==> config.mk <==
export PLATFORM = sky130hd
export DESIGN_NAME = bfs_top
export DESIGN_NICKNAME = d
export VERILOG_FILES = /design/src/design/bfs_top.v
export VERILOG_INCLUDE_DIRS = /design/src /design/src/include
export SDC_FILE = /design/constraint.sdc
export NUM_CORES = 1
export LEC_CHECK = 0
export BUFFER_PORTS_ARGS = -buffer_cell sky130_fd_sc_hd__buf_2
export CAP_MARGIN = 10
export CORE_UTILIZATION = 60
export CTS_BUF_LIST = sky130_fd_sc_hd__clkbuf_2
export DETAILED_ROUTE_END_ITERATION = 10
export HOLD_SLACK_MARGIN = 0.12
export PLACE_DENSITY = 0.75
export SYNTH_ARGS = -nofsm -noshare
export SYNTH_HDL_FRONTEND = slang
export SYNTH_SLANG_ARGS = --single-unit
==> constraint.sdc <==
create_clock -name pclk -period 7.5 [get_ports pclk]
set_input_delay 1.5 -clock pclk [delete_from_list [all_inputs] [get_ports pclk]]
set_output_delay 1.5 -clock pclk [all_outputs]
set_load 0.01 [all_outputs]
==> src/include/bfs_map.vh <==
// Contract
// - initiate accepted only above supervision current
// - seal-in held only above supervision current
// - three-pole initiate starts three-pole scheme
// - neutral thresholds used only in three-pole
// - early path runs only when enabled
// - main path runs only when enabled
// - slow path runs only when enabled
// - delays tolerate one-cycle magnitude decay lag
// - early aux contact supervises early path
// - normal aux contact supervises slow path
// - out-of-service input accepted
// - high thresholds compare phase and neutral
// - low thresholds after delay from hiset
// - zone trip held for dropout period
// - cancel-reclose asserted on breaker failure
// - single-pole: separate per-phase initiates
// - single-pole: per-pole initiate, seal, timers
// - one common threshold set for poles
// - single-pole: separate re-trip per pole
// - any pole failure asserts zone trip
// - one phase threshold for initiate, seal-in
// - hiset enabled on timer one/two timeout
// - early output needs contact closed, current
// - slow path: no current, contact, test
// - re-trip registered one cycle after accepted initiate
`ifndef BFS_MAP_VH
`define BFS_MAP_VH

`define BFS_OFF_CTRL     12'h000
`define BFS_OFF_SUPV     12'h004
`define BFS_OFF_HISET    12'h008
`define BFS_OFF_LOSET    12'h00c
`define BFS_OFF_DLY12    12'h010
`define BFS_OFF_DLY3L    12'h014
`define BFS_OFF_HOLD     12'h018
`define BFS_OFF_STATUS   12'h01c

`define BFS_CTRL_SP      0
`define BFS_CTRL_INIGATE 1
`define BFS_CTRL_SEALEN  2
`define BFS_CTRL_EARLY   3
`define BFS_CTRL_MAIN    4
`define BFS_CTRL_SLOW    5
`define BFS_CTRL_RST     6'h38

`define BFS_THR_RST      32'h0419_0419
`define BFS_DLY_RST      32'h0000_0000

`define BFS_CLK_NS       200
`define BFS_CLK_PERIOD   5
`define BFS_TICK_US      1000
`define BFS_TICK_CYCLES  ((`BFS_TICK_US * 1000) / `BFS_CLK_PERIOD)

`endif

==> src/design/bfs_top.v <==
`include "bfs_map.vh"

module bfs_top #(
  parameter [17:0] TICK_CYCLES = `BFS_TICK_CYCLES
) (
  input  wire        pclk,
  input  wire        presetn,
  input  wire        psel,
  input  wire        penable,
  input  wire        pwrite,
  input  wire [11:0] paddr,
  input  wire [31:0] pwdata,
  output reg  [31:0] prdata,
  output reg         pready,
  output reg         pslverr,
  input  wire        three_pole_start_input,
  input  wire        pole_a_start_input,
  input  wire        pole_b_start_input,
  input  wire        pole_c_start_input,
  input  wire        early_aux_contact_input,
  input  wire        pole_b_early_contact,
  input  wire        pole_c_early_contact,
  input  wire        normal_aux_contact_input,
  input  wire        pole_b_normal_contact,
  input  wire        pole_c_normal_contact,
  input  wire        out_of_service_input,
  input  wire [15:0] cur_a,
  input  wire [15:0] cur_b,
  input  wire [15:0] cur_c,
  input  wire [15:0] cur_n,
  output reg  [2:0]  retrip_q,
  output reg         zone_trip_output,
  output reg         cancel_reclose_q
);

  // settings
  reg  [5:0]  ctrl_q;
  reg  [31:0] supv_q;
  reg  [31:0] hiset_q;
  reg  [31:0] loset_q;
  reg  [31:0] dly12_q;
  reg  [31:0] dly3l_q;
  reg  [15:0] hold_q;

  wire        single_pole_mode = ctrl_q[`BFS_CTRL_SP];
  wire        initiate_current_gate_enable = ctrl_q[`BFS_CTRL_INIGATE];
  wire        sealin_current_gate_enable = ctrl_q[`BFS_CTRL_SEALEN];
  wire        early_path_enable = ctrl_q[`BFS_CTRL_EARLY];
  wire        main_path_enable = ctrl_q[`BFS_CTRL_MAIN];
  wire        slow_path_enable = ctrl_q[`BFS_CTRL_SLOW];
  wire [15:0] phase_supervision_threshold = supv_q[15:0];
  wire [15:0] neutral_supervision_threshold = supv_q[31:16];
  wire [15:0] phase_high_threshold = hiset_q[15:0];
  wire [15:0] neutral_high_threshold = hiset_q[31:16];
  wire [15:0] phase_low_threshold = loset_q[15:0];
  wire [15:0] neutral_low_threshold = loset_q[31:16];
  wire [15:0] early_path_delay = dly12_q[15:0];
  wire [15:0] main_path_delay = dly12_q[31:16];
  wire [15:0] slow_path_delay = dly3l_q[15:0];
  wire [15:0] low_threshold_delay = dly3l_q[31:16];
  wire [15:0] trip_hold_period = hold_q;

  // two-flop synchroniser for discrete inputs
  reg  [10:0] sync1_q;
  reg  [10:0] sync2_q;
  wire [10:0] raw_in = {out_of_service_input,
                        pole_c_normal_contact, pole_b_normal_contact,
                        normal_aux_contact_input,
                        pole_c_early_contact, pole_b_early_contact,
                        early_aux_contact_input,
                        pole_c_start_input, pole_b_start_input,
                        pole_a_start_input, three_pole_start_input};

  always @(posedge pclk or negedge presetn) begin
    if (!presetn) begin
      sync1_q <= 11'h000;
      sync2_q <= 11'h000;
    end else begin
      sync1_q <= raw_in;
      sync2_q <= sync1_q;
    end
  end

  wire       three_pole_s = sync2_q[0];
  wire [2:0] pole_start_s = sync2_q[3:1];
  wire [2:0] early_ct_s = sync2_q[6:4];
  wire [2:0] normal_ct_s = sync2_q[9:7];
  wire       oos_s = sync2_q[10];

  // periodic tick
  reg  [17:0] tick_cnt_q;
  reg         tick_q;

  always @(posedge pclk or negedge presetn) begin
    if (!presetn) begin
      tick_cnt_q <= 18'h00000;
      tick_q <= 1'b0;
    end else if (tick_cnt_q >= TICK_CYCLES - 18'h00001) begin
      tick_cnt_q <= 18'h00000;
      tick_q <= 1'b1;
    end else begin
      tick_cnt_q <= tick_cnt_q + 18'h00001;
      tick_q <= 1'b0;
    end
  end

  // common detectors, one threshold set for all poles
  wire [15:0] cur_ph [0:2];
  assign cur_ph[0] = cur_a;
  assign cur_ph[1] = cur_b;
  assign cur_ph[2] = cur_c;

  wire [2:0] ph_sup;
  wire [2:0] ph_hi;
  wire [2:0] ph_lo;
  wire n_sup = cur_n > neutral_supervision_threshold;
  wire n_hi = cur_n > neutral_high_threshold;
  wire n_lo = cur_n > neutral_low_threshold;

  wire [2:0] active;
  wire [2:0] sealed;
  wire [2:0] hiset_on;
  wire [2:0] loset_on;
  wire [2:0] early_op;
  wire [2:0] main_op;
  wire [2:0] slow_op;

  genvar p;
  generate
    for (p = 0; p < 3; p = p + 1) begin : g_pole
      reg  [15:0] elapsed_q;
      reg  [15:0] lo_elapsed_q;
      reg         sealed_q;
      reg         hiset_q2;
      wire        sup_p;
      wire        hi_p;
      wire        lo_p;
      wire        init_p;
      wire        acc_p;
      wire        t1_done;
      wire        t2_done;
      wire        t3_done;
      wire        cur_ok;
      wire        lo_on;

      assign ph_sup[p] = cur_ph[p] > phase_supervision_threshold;
      assign ph_hi[p] = cur_ph[p] > phase_high_threshold;
      assign ph_lo[p] = cur_ph[p] > phase_low_threshold;

      // three-pole: any phase or neutral; single-pole: own phase only
      assign sup_p = single_pole_mode ? ph_sup[p] :
                     ((|ph_sup) | n_sup);
      assign hi_p = single_pole_mode ? ph_hi[p] :
                    ((|ph_hi) | n_hi);
      assign lo_p = single_pole_mode ? ph_lo[p] :
                    ((|ph_lo) | n_lo);

      if (p == 0) begin : g_init0
        assign init_p = single_pole_mode ?
                        (pole_start_s[0] | three_pole_s) :
                        three_pole_s;
      end else begin : g_initn
        assign init_p = single_pole_mode &
                        (pole_start_s[p] | three_pole_s);
      end

      assign acc_p = init_p &
                     (~initiate_current_gate_enable | sup_p);
      assign active[p] = acc_p | sealed_q;
      assign sealed[p] = sealed_q;

      // elapsed time since accepted initiate, in ticks
      always @(posedge pclk or negedge presetn) begin
        if (!presetn) begin
          sealed_q <= 1'b0;
          elapsed_q <= 16'h0000;
        end else begin
          sealed_q <= sealin_current_gate_enable &
                      active[p] & sup_p;
          if (!active[p])
            elapsed_q <= 16'h0000;
          else if (tick_q && elapsed_q != 16'hffff)
            elapsed_q <= elapsed_q + 16'h0001;
        end
      end

      assign t1_done = early_path_enable & active[p] &
                       (elapsed_q >= early_path_delay);
      assign t2_done = main_path_enable & active[p] &
                       (elapsed_q >= main_path_delay);
      assign t3_done = slow_path_enable & active[p] &
                       (elapsed_q >= slow_path_delay);

      // hiset armed at timer one/two timeout, loset after delay
      always @(posedge pclk or negedge presetn) begin
        if (!presetn) begin
          hiset_q2 <= 1'b0;
          lo_elapsed_q <= 16'h0000;
        end else begin
          hiset_q2 <= t1_done | t2_done;
          if (!(t1_done | t2_done))
            lo_elapsed_q <= 16'h0000;
          else if (tick_q && lo_elapsed_q != 16'hffff)
            lo_elapsed_q <= lo_elapsed_q + 16'h0001;
        end
      end

      assign lo_on = hiset_q2 &
                     (lo_elapsed_q >= low_threshold_delay);
      assign hiset_on[p] = hiset_q2;
      assign loset_on[p] = lo_on;

      // current checked only after the path delay expires, so the
      // magnitude decay lag is absorbed in the delay setting
      assign cur_ok = hiset_q2 & (hi_p | (lo_on & lo_p));

      assign early_op[p] = t1_done & early_ct_s[p] & cur_ok;
      assign main_op[p] = t2_done & cur_ok;
      assign slow_op[p] = t3_done & normal_ct_s[p] & ~oos_s;
    end
  endgenerate

  wire fail_any = |(early_op | main_op | slow_op);

  // trip seal-in dropout
  reg [15:0] hold_cnt_q;

  always @(posedge pclk or negedge presetn) begin
    if (!presetn) begin
      hold_cnt_q <= 16'h0000;
      zone_trip_output <= 1'b0;
      cancel_reclose_q <= 1'b0;
      retrip_q <= 3'h0;
    end else begin
      if (fail_any)
        hold_cnt_q <= trip_hold_period;
      else if (tick_q && hold_cnt_q != 16'h0000)
        hold_cnt_q <= hold_cnt_q - 16'h0001;
      zone_trip_output <= fail_any |
                          (hold_cnt_q != 16'h0000);
      cancel_reclose_q <= fail_any |
                          (hold_cnt_q != 16'h0000);
      retrip_q <= single_pole_mode ? active :
                  {3{active[0]}};
    end
  end

  // apb slave, one wait-free access cycle
  wire setup = psel & ~penable;
  wire wr_en = psel & penable & pready & pwrite;
  reg  [31:0] rd_mux;
  reg         addr_ok;

  always @* begin
    rd_mux = 32'h0000_0000;
    addr_ok = 1'b1;
    case (paddr)
      `BFS_OFF_CTRL:   rd_mux = {26'h0000000, ctrl_q};
      `BFS_OFF_SUPV:   rd_mux = supv_q;
      `BFS_OFF_HISET:  rd_mux = hiset_q;
      `BFS_OFF_LOSET:  rd_mux = loset_q;
      `BFS_OFF_DLY12:  rd_mux = dly12_q;
      `BFS_OFF_DLY3L:  rd_mux = dly3l_q;
      `BFS_OFF_HOLD:   rd_mux = {16'h0000, hold_q};
      `BFS_OFF_STATUS: rd_mux = {6'h00, cancel_reclose_q, zone_trip_output,
                                 retrip_q, slow_op, main_op, early_op,
                                 loset_on, hiset_on, sealed, active};
      default:         addr_ok = 1'b0;
    endcase
  end

  always @(posedge pclk or negedge presetn) begin
    if (!presetn) begin
      pready <= 1'b0;
      pslverr <= 1'b0;
      prdata <= 32'h0000_0000;
    end else begin
      pready <= setup;
      pslverr <= setup & ~addr_ok;
      prdata <= (setup & ~pwrite & addr_ok) ? rd_mux : 32'h0000_0000;
    end
  end

  always @(posedge pclk or negedge presetn) begin
    if (!presetn) begin
      ctrl_q <= `BFS_CTRL_RST;
      supv_q <= `BFS_THR_RST;
      hiset_q <= `BFS_THR_RST;
      loset_q <= `BFS_THR_RST;
      dly12_q <= `BFS_DLY_RST;
      dly3l_q <= `BFS_DLY_RST;
      hold_q <= 16'h0000;
    end else if (wr_en && !pslverr) begin
      case (paddr)
        `BFS_OFF_CTRL:  ctrl_q <= pwdata[5:0];
        `BFS_OFF_SUPV:  supv_q <= pwdata;
        `BFS_OFF_HISET: hiset_q <= pwdata;
        `BFS_OFF_LOSET: loset_q <= pwdata;
        `BFS_OFF_DLY12: dly12_q <= pwdata;
        `BFS_OFF_DLY3L: dly3l_q <= pwdata;
        `BFS_OFF_HOLD:  hold_q <= pwdata[15:0];
        default:        hold_q <= hold_q;
      endcase
    end
  end

endmodule

**Yosys cells after proc, flatten, opt, wreduce, memory -nomap -nowiden**

Cells that the tools add are included.

- Flip-flop bits (word level): 379
- Bits of input ports: 124
- Output and inout bits: 39
- Word-level logic and storage cells: 221

- Add/sub/neg operators: 8
- Order comparisons: 25
- Equality and inequality tests: 19
- Muxes and demuxes: 30
- Bitwise operators: 86
- Reduce and logical (&&, ||, !) cells: 24

Operator list:

| operator | number |
|---|---|
| case mux 32 bit (8 select lines) | 1 |
| 2-to-1 mux 16 bit | 14 |
| greater-or-equal comparator 16 bit | 12 |
| greater-than comparator 16 bit | 12 |
| adder 16 x 1 -> 16 bit (second input constant) | 6 |
| != test 16 bit (second input constant) | 6 |
| AND 1 bit | 60 |
| == test 12 x 5 -> 1 bit (second input constant) | 4 |
| 2-to-1 mux 32 bit | 1 |
| == test 12 x 4 -> 1 bit (second input constant) | 2 |
| bitwise OR 1 bit | 19 |
| adder 18 x 1 -> 18 bit (second input constant) | 1 |
| greater-or-equal comparator 18 bit (second input constant) | 1 |
| 2-to-1 mux 18 bit | 1 |
| nonzero test 16 bit | 1 |
| subtractor 16 x 1 -> 16 bit (second input constant) | 1 |
| AND reduction 2 bit | 7 |
| == test 12 x 3 -> 1 bit (second input constant) | 1 |
| logical NOT 12 bit | 1 |
| 2-to-1 mux 1 bit | 12 |
| != test 2 x 1 -> 1 bit (second input constant) | 6 |
| OR reduction 3 bit | 4 |
| logical AND 1 bit | 8 |
| OR reduction 8 bit | 1 |
| other kinds (5) | 10 |

**Depth between registers and ports, before layout**

Gate-level depths: netlist of the first run.

- Depth after elaboration: 15
- Depth in mapped cells: 14
- Gate-level depth less buffers: 13

**Worst setup path after synthesis of the first run**

No wires, ideal clock.

- Kind: input port to flip-flop
- Start point: input port cur_b[11]
- End point: register hold_cnt_q[12]
- Setup time: 0.125 ns
- Data arrival time: 4.448 ns
- Data required time: 7.375 ns
- Path slack: 2.927 ns
- Stages: 12
- Path buffers: 1
- Cells stage by stage: ha_1 > and3_1 > a221o_1 > a221oi_2 > a21o_1 > a21oi_1 > o41ai_2 > a311oi_1 > o31a_1 > a211oi_4 > buf_6 > mux2_2

- Word-level cells in the longest chain between the ends: 15
- Elaborated cells between the ends (all ways): 74
- Those cells by class: order compare (3); mux (10); bitwise (56); reduce/logical (5)

RTL lines:

| element | line | source |
|---|---|---|
| from (decl) | bfs_top.v:28 | `input wire [15:0] cur_b,` |
| greater-than comparator 16 bit | bfs_top.v:146 | `assign ph_sup[p] = cur_ph[p] > phase_supervision_threshold;` |
| OR reduction 3 bit | bfs_top.v:152 | `((\|ph_sup) \| n_sup);` |
| bitwise OR 1 bit | bfs_top.v:152 |  |
| 2-to-1 mux 1 bit | bfs_top.v:151 | `assign sup_p = single_pole_mode ? ph_sup[p] :` |
| bitwise OR 1 bit | bfs_top.v:168 | `(~initiate_current_gate_enable \| sup_p);` |
| AND 1 bit | bfs_top.v:167 | `assign acc_p = init_p &` |
| bitwise OR 1 bit | bfs_top.v:169 | `assign active[p] = acc_p \| sealed_q;` |
| AND 1 bit (2 in series) | bfs_top.v:187 | `assign t1_done = early_path_enable & active[p] &` |
| AND 1 bit (2 in series) | bfs_top.v:217 | `assign early_op[p] = t1_done & early_ct_s[p] & cur_ok;` |
| bitwise OR 3 bit | bfs_top.v:223 | `wire fail_any = \|(early_op \| main_op \| slow_op);` |
| bitwise OR 3 bit (*) | bfs_top.v:223 |  |
| OR reduction 3 bit (*) | bfs_top.v:223 |  |
| 2-to-1 mux 16 bit or nonzero test 2 bit (tied branches) | - |  |
| to (signal assigned) | bfs_top.v:236 | `hold_cnt_q <= trip_hold_period;` |
| to (signal assigned) | bfs_top.v:238 | `hold_cnt_q <= hold_cnt_q - 16'h0001;` |
| to (decl) | bfs_top.v:226 | `reg [15:0] hold_cnt_q;` |

Every way passes the cells marked *; elsewhere a longest branch is shown, timed or not.
A chain may end at the register's enable or synchronous reset.

**Worst setup path in the final report of the first run**

- Start point: register supv_q[10]
- End point: register hold_cnt_q[10]

- Word-level cells in the longest chain between the ends: 15
- Elaborated cells between the ends (all ways): 55
- Those cells by class: order compare (3); mux (4); bitwise (45); reduce/logical (3)

RTL lines:

| element | line | source |
|---|---|---|
| from (decl) | bfs_top.v:38 | `reg [31:0] supv_q;` |
| from (signal assigned) | bfs_top.v:287 | `` supv_q <= `BFS_THR_RST; `` |
| from (signal assigned) | bfs_top.v:296 | `` `BFS_OFF_SUPV: supv_q <= pwdata; `` |
| greater-than comparator 16 bit | bfs_top.v:146 |  |
| OR reduction 3 bit | bfs_top.v:152 |  |
| bitwise OR 1 bit | bfs_top.v:152 |  |
| 2-to-1 mux 1 bit | bfs_top.v:151 |  |
| bitwise OR 1 bit | bfs_top.v:168 |  |
| AND 1 bit | bfs_top.v:167 |  |
| bitwise OR 1 bit | bfs_top.v:169 |  |
| AND 1 bit (2 in series) | bfs_top.v:187 |  |
| AND 1 bit (2 in series) | bfs_top.v:217 |  |
| bitwise OR 3 bit | bfs_top.v:223 |  |
| bitwise OR 3 bit (*) | bfs_top.v:223 |  |
| OR reduction 3 bit (*) | bfs_top.v:223 |  |
| 2-to-1 mux 16 bit or nonzero test 2 bit (tied branches) | - |  |

Marked as above.

==> results of run 1 <==
==> registers in the layout, summed over array words and instances (netlist names) <==
register	cells
tick_cnt_q	18
sync2_q	11
g_pole.elapsed_q	48
g_pole.sealed_q	3
prdata	32
retrip_q	3
g_pole.lo_elapsed_q	48
sync1_q	11
loset_q	32
supv_q	32
dly12_q	32
tick_q	1
cancel_reclose_q	1
pready	1
g_pole.hiset_q2	3
hiset_q	32
pslverr	1
hold_cnt_q	16
hold_q	16
ctrl_q	6
dly3l_q	32
==> synth_stat cells (30+ instances only) <==
| master | number | area share |
|---|---|---|
| inv_1 | 196 | 0.030 |
| a21oi_1 | 135 | 0.027 |
| dfrtp_1 | 352 | 0.36 |
| nand4_1 | 80 | 0.020 |
| xor2_1 | 68 | 0.024 |
| clkbuf_1 | 62 | 0.0094 |
| a22oi_1 | 55 | 0.017 |
| o21ai_0 | 189 | 0.038 |
| nor3_1 | 30 | 0.0061 |
| xnor2_1 | 43 | 0.015 |
| nand2_1 | 234 | 0.035 |
| nor2_1 | 188 | 0.028 |
| nand3_1 | 75 | 0.015 |
| ha_1 | 392 | 0.20 |
| mux2_2 | 75 | 0.034 |
| a21o_1 | 56 | 0.017 |
==> final cells by class <==
class                      count  area share
antenna                        5    0.000461
clock buffer                 157      0.0290
clock inverter                19     0.00305
inverter                     196      0.0271
multi-input combinational   1939       0.527
sequential                   379       0.351
tap                          532      0.0246
timing repair buffer         186      0.0374
==> worst max-delay path, stage by stage, from the launching register on <==
cell,delay (ns)
dfstp_2,0.56
inv_1,0.11
ha_1,0.32
nand4_1,0.16
or4_1,0.64
o21ai_0,0.39
and3b_1,0.25
o211a_1,0.60
a211oi_1,0.17
a211oi_4,0.78
mux2_1,0.40
==> metrics by stage <==
| stage | cells | util | cell area (um2) | setup slack, ns | power (mW) |
|---|---|---|---|---|---|
| after global routing | 3412 | 0.665 | 27100 | 2.78 | 3.85 |
| after CTS | 3408 | 0.665 | 27100 | 3.05 | 3.71 |
| after global placement | 3232 | 0.644 | 26200 | 2.17 | 2.30 |
| after floorplan | 2585 | - | 24800 | 2.93 | 2.17 |
| final | 3413 | 0.666 | 27100 | 3.03 | 3.69 |
| after detailed placement | 3232 | 0.644 | 26200 | 2.04 | 2.31 |
==> logic make-up (layout without fill, tap and decap cells) <==
group / Yosys count / after routing / share of synthesized area
compound gates: 612 / 612 / 0.158
xor+xnor: 111 / 111 / 0.0393
fa+ha+maj: 392 / 392 / 0.198
buf+inv: 267 / 558 / 0.0409
flops: 379 / 379 / 0.384
mux: 83 / 83 / 0.0378
other cells: 0 / 5 / 0
simple gates: 741 / 741 / 0.141
==> report_power, final <==
part           internal (mW)  switching [mW]
clock network          0.548           0.870
logic                 0.0708           0.144
registers               2.05         0.00527
total                   2.67            1.02
==> worst max path at each step <==
stage	startpoint	to	slack (ns)
global route	supv_q[10]$_DFFE_PN1P_	hold_cnt_q[13]$_DFFE_PN0P_	2.78
CTS	supv_q[10]$_DFFE_PN1P_	hold_cnt_q[1]$_DFFE_PN0P_	3.05
floorplan	cur_b[11]	hold_cnt_q[12]$_DFFE_PN0P_	2.93
global placement	cur_b[11]	hold_cnt_q[12]$_DFFE_PN0P_	2.17
finish	supv_q[10]$_DFFE_PN1P_	hold_cnt_q[10]$_DFFE_PN0P_	3.03
detailed placement	cur_b[11]	hold_cnt_q[1]$_DFFE_PN0P_	2.04
==> cells in the final DEF, fill, tap and decap left out, types with 8 or more instances in the layout <==
cell and instances:
a22o_1 11, nand3_1 75, nand2_1 234, dfstp_2 27, clkbuf_2 157, mux2_2 75
o21a_1 11, a21oi_1 135, o211ai_1 17, o31ai_1 9, nor3_1 26, a22oi_1 55
a222oi_1 17, xnor2_1 43, a211oi_1 13, a21o_1 56, ha_1 392, nand2b_1 18
o21ai_0 189, nor2_1 186, xor2_1 68, and4_1 9, nor4_1 9, buf_2 161
clkinv_1 13, a31oi_1 29, a221oi_1 13, buf_4 23, a2111oi_0 8, nand4_1 80
dfrtp_1 352, and3_1 25, or3_1 16, nor2b_1 23, inv_1 196
==> layer usage <==
layer | routed length [um] | GRT usage | part of all wire
met1 | 32200 | 0.500 | 0.42
met2 | 35000 | 0.589 | 0.45
met3 | 6760 | 0.0822 | 0.088
met4 | 3220 | 0.160 | 0.042
met5 | 11 | 0 | 0.00014
==> impl_results.md, run 1 <==
* Worst r2r src: supv_q[10]$_DFFE_PN1P_
* DR vias/cell at between 6 and 7
* Post-synthesis sequential area ratio at 0.384
* Fill cell count at 3374
* PD cells at roughly 140 mW/mm2
* Estimated wirelength of the detail-placed design at 59200 um
* Remaining antenna violation count at 0
* Count of cell types in the netlist at 72
* Clk buf depth at 3
* Async SR Flop Fraction at 1.00
* Global-route wire length before repair at ~120000 um
* Post-cts sizing count at 0
* Unrepaired setup endpoints after global routing: no
* Post-Syn Nets at around 3100
* Port buffer count at between 150 and 200
* Hold Path Depth at 0
* Worst EP arrival at about 5.4 ns
* R2r setup slk at ~3 ns
* Routed WL at between 70000 and 80000 um
* Worst Skew at a little under 0.1 ns
* Critical path required time at between 8 and 9 ns
* Core area at a little over 0.04 mm2
* Synthesized cell area at about 0.025 mm2
* Final GP Congestion at 1.01
* Leakage power at 14.1 nW
* Worst Path Max Fanout at 20
* Synth warn at 0
* Tmin final at about 4.5 ns
* Starting DRT DRC Count at between 1500 and 2000
* Status: finished, final reports clean
* CP Capture Type: flip-flop
* Fin nets at 3316
* First-pass DRT Iterations at 6
* Later-pin clock latency in the skew report at roughly 1.1 ns
* DRC Markers at 0
* Worst reg2reg path depth at 10
* CP Class: flip-flop to flip-flop
* Layout cells sized above 1 at 0.167
* TritonCTS Buffers at 98
* Die area at between 0.04 and 0.05 mm2
* Sink Count at 379
* FMAX at about 220 MHz
* Synthesized area per cell at roughly 9.6 um2
* Post-CTS Hold Buffers at 0
* Class of the worst hold path: flip-flop to flip-flop
* Period utilisation layout at 0.597
* Min Hold Slack at approximately 0.30 ns
* Die Y-Extent at a little over 200 um
* Vias in the first global route at between 20000 and 25000
* Die Wd at a little over 200 um
* Synth-to-layout area growth at 9.47%
* Reg clk slew, reported paths at ~0.12 ns
* Slew HR at 0.201
* Initial Utilization at 0.608
* CTS H-tree lvls at 3
* IO Pins at between 150 and 200
* Root Driver: clkbuf_2
* DR vias at about 21000
* Total global routing overflow at 0
* Crit path launch type: flip-flop
* Worst R2R End: hold_cnt_q[10]$_DFFE_PN0P_
* Post-CTS Setup Bufs at 0
* Setup Viol. Count Final at 0
* Initial antenna violation count at 5
* Register Area at 0.00952 mm2
* Seq cells post-synth at ~380
* Largest net degree at the start of global routing at 179
* Total Neg Setup Slack at 0 ns
* Fin. Hold Viols at 0
* Max IR drop VDD at ~0.00013 V
* Mapped Cells at between 2000 and 3000
* Total GRT Usage at 0.375
* Drt wl/cell at around 23 um
* Row cnt at 74
* Slew Viols, Final at 0
* CTS tree: yes
* Main synth FF type: dfrtp_1
* Worst-Margin Slew at between 1 and 1.5 ns
* Hold Crit Endpoint: sync2_q[1]$_DFF_PN0_
* Hold Crit Start: sync1_q[1]$_DFF_PN0_
* Multi-input logic area at ~0.014 mm2
* Max cap viols at 0
* EDFF count, synth at 0
No activity file was read; power rests on OpenSTA's default activity.
==> run 2, diff against run 1 <==
==> constraint.sdc (replaced) <==
create_clock -name pclk -period 4.3 [get_ports pclk]
set_input_delay 0.86 -clock pclk [delete_from_list [all_inputs] [get_ports pclk]]
set_output_delay 0.86 -clock pclk [all_outputs]
set_load 0.01 [all_outputs]
==> impl_results.md, run 2 (synthesis gave the netlist of run 1 again) <==
* Hold Crit Endpoint: pslverr$_DFF_PN0_
* Estimated wirelength of the detail-placed design at 62700 um (+5.9%)
* DR vias/cell at 6.25 (-0.14%)
* Status: finished, final reports clean
* Vias in the first global route at 21300 (+1.0%)
* Core area at 0.0407 mm2 (unchanged)
* Unrepaired setup endpoints after global routing: no
* PD cells at 233 mW/mm2 (+71%)
* Die area at 0.0421 mm2 (unchanged)
* Global-route wire length before repair at 123000 um (+3.4%)
* Min Hold Slack at 0.213 ns (-0.0904 ns)
* Final GP Congestion at 1.04 (+2.2%)
* Root Driver: clkbuf_2
* Crit path launch type: flip-flop
* Hold Path Depth at 3 (+3)
* Hold Crit Start: paddr[5]
* Post-CTS Setup Bufs at 0 (unchanged)
* Worst Path Max Fanout at 17 (-15%)
* Largest net degree at the start of global routing at 96 (-46%)
* TritonCTS Buffers at 97 (-1.0%)
* CP Capture Type: flip-flop
* Period utilisation layout at 0.916 (+0.319)
* DP Area at 0.0265 mm2 (+1.1%)
* Critical path startpoint: loset_q[10]$_DFFE_PN1P_
* Layout cells sized above 1 at 0.169 (+0.00207)
* # placed instances at 3260 (+0.87%)
* FMAX at 254 MHz (+14%)
* Slew HR at 0.218 (+0.0174)
* CTS tree: yes
* Largest registers: g_pole.elapsed_q: 48 flops, g_pole.lo_elapsed_q: 48 flops
* Commonest non-fill, non-tap cell in the layout: ha_1
* Most frequent cells in the layout: ha_1, dfrtp_1, nand2_1
* Synth-to-layout area growth at 12.4%
* Tmin final at 3.94 ns (-0.536 ns)
* Row cnt at 74 (unchanged)
* Layout Cells excl Fill at 3487 (+2.2%)
* Fin nets at 3389 (+2.2%)
* Worst reg2reg path depth at 13 (+3)
* Port buffer count at 162 (unchanged)
* R2r setup slk at 0.36 ns (-2.66 ns)
* Worst EP arrival at 4.94 ns (-0.50 ns)
* Worst R2R End: hold_cnt_q[0]$_DFFE_PN0P_
* Remaining antenna violation count at 0 (unchanged)
* Die Y-Extent at 205 um (unchanged)
* IO Pins at 163 (unchanged)
* DRC Markers at 0 (unchanged)
* Later-pin clock latency in the skew report at 1.14 ns (+0.03 ns)
* Routed WL at 80800 um (+4.7%)
* Critical path required time at 5.31 ns (-3.16 ns)
* Class of the worst hold path: input pin to flip-flop
* Reg clk slew, reported paths at 0.10 ns (-0.02 ns)
* CP Class: flip-flop to flip-flop
* Total global routing overflow at 0 (unchanged)
* Initial Utilization at 0.608 (unchanged)
* Max cap viols at 0 (unchanged)
* Initial antenna violation count at 2 (-3)
* Die Wd at 205 um (unchanged)
* Total GRT Usage at 0.391 (+0.0152)
* CTS H-tree lvls at 3 (unchanged)
* Sink Count at 379 (unchanged)
* DR vias at 21800 (+2.0%)
* Setup Viol. Count Final at 0 (unchanged)
* Slew Viols, Final at 0 (unchanged)
* First-pass DRT Iterations at 8 (+2)
* Total Neg Setup Slack at 0 ns (unchanged)
* Post-route cell area at 0.0278 mm2 (+2.7%)
* Fin. Hold Viols at 0 (unchanged)
* Worst Skew at 0.0768 ns (-0.0216 ns)
* Leakage power at 14.4 nW (+2.4%)
* Worst r2r src: loset_q[10]$_DFFE_PN1P_
* Worst-Margin Slew at 1.17 ns (+0.00124 ns)
* Clk buf depth at 3 (unchanged)
* Max IR drop VDD at 0.000323 V (+140%)
* Starting DRT DRC Count at 2398 (+21%)
* Drt wl/cell at 23.2 um (+2.5%)
-- run 2: worst max-delay path by stage --
stage | to | slack (ns) | depth (start not counted)
finish | hold_cnt_q[0]$_DFFE_PN0P_ | 0.36 | 13
global placement | hold_cnt_q[4]$_DFFE_PN0P_ | 0.12 | 13
detailed placement | hold_cnt_q[7]$_DFFE_PN0P_ | 0.04 | 13
global route | hold_cnt_q[7]$_DFFE_PN0P_ | 0.23 | 13
floorplan | hold_cnt_q[12]$_DFFE_PN0P_ | 0.37 | 12
CTS | hold_cnt_q[7]$_DFFE_PN0P_ | 0.38 | 13
-- run 2: routing by layer --
metal | GRT usage | vias up | part of all wire
li1 | - | 10000 | -
met1 | 0.525 | 10500 | 0.41
met2 | 0.604 | 1131 | 0.45
met3 | 0.0939 | 185 | 0.10
met4 | 0.162 | 0 | 0.039
met5 | 0 | - | 0
-- run 2: repair_timing --
item                      in CTS  in global routing
hold buffers                  46                  0
resized for setup              0                  0
hold endpoints to repair     273                  0
-- run 2: final cells by class --
| cell class | count | area (um2) |
|---|---|---|
| Fill cell | 3250 | 12900 |
| Inverter | 196 | 736 |
| Clock buffer | 142 | 711 |
| Antenna cell | 2 | 5.00 |
| Timing Repair Buffer | 260 | 1760 |
| Clock inverter | 37 | 154 |
| Tap cell | 532 | 666 |
| Sequential cell | 379 | 9520 |
| Multi-Input combinational cell | 1939 | 14300 |
-- run 2: worst max-delay path, cell delays in order, from the launching register on --
cell,delay (ns)
dfstp_2,0.55
inv_1,0.10
ha_1,0.31
and3_1,0.17
a221o_1,0.36
a221oi_2,0.40
a21o_1,0.17
a21oi_1,0.08
o41ai_2,0.44
a311oi_1,0.17
o31a_1,0.30
a211oi_4,0.26
buf_12,0.20
mux2_2,0.34
-- run 2: power by group --
group,total [mW],switching (mW),internal (mW)
sequential,3.59,0.0104,3.58
combinational,0.422,0.266,0.156
clock,2.47,1.57,0.894
total,6.48,1.85,4.63
-- run 2: metrics by stage --
step / setup WS [ns] / util / power, mW
6_report: 0.362 / 0.684 / 6.48
5_1_grt: 0.230 / 0.684 / 6.74
4_1_cts: 0.377 / 0.683 / 6.50
3_5_place_dp: 0.0415 / 0.651 / 4.04
3_3_place_gp: 0.122 / 0.651 / 4.03
2_1_floorplan: 0.367 / - / 3.78
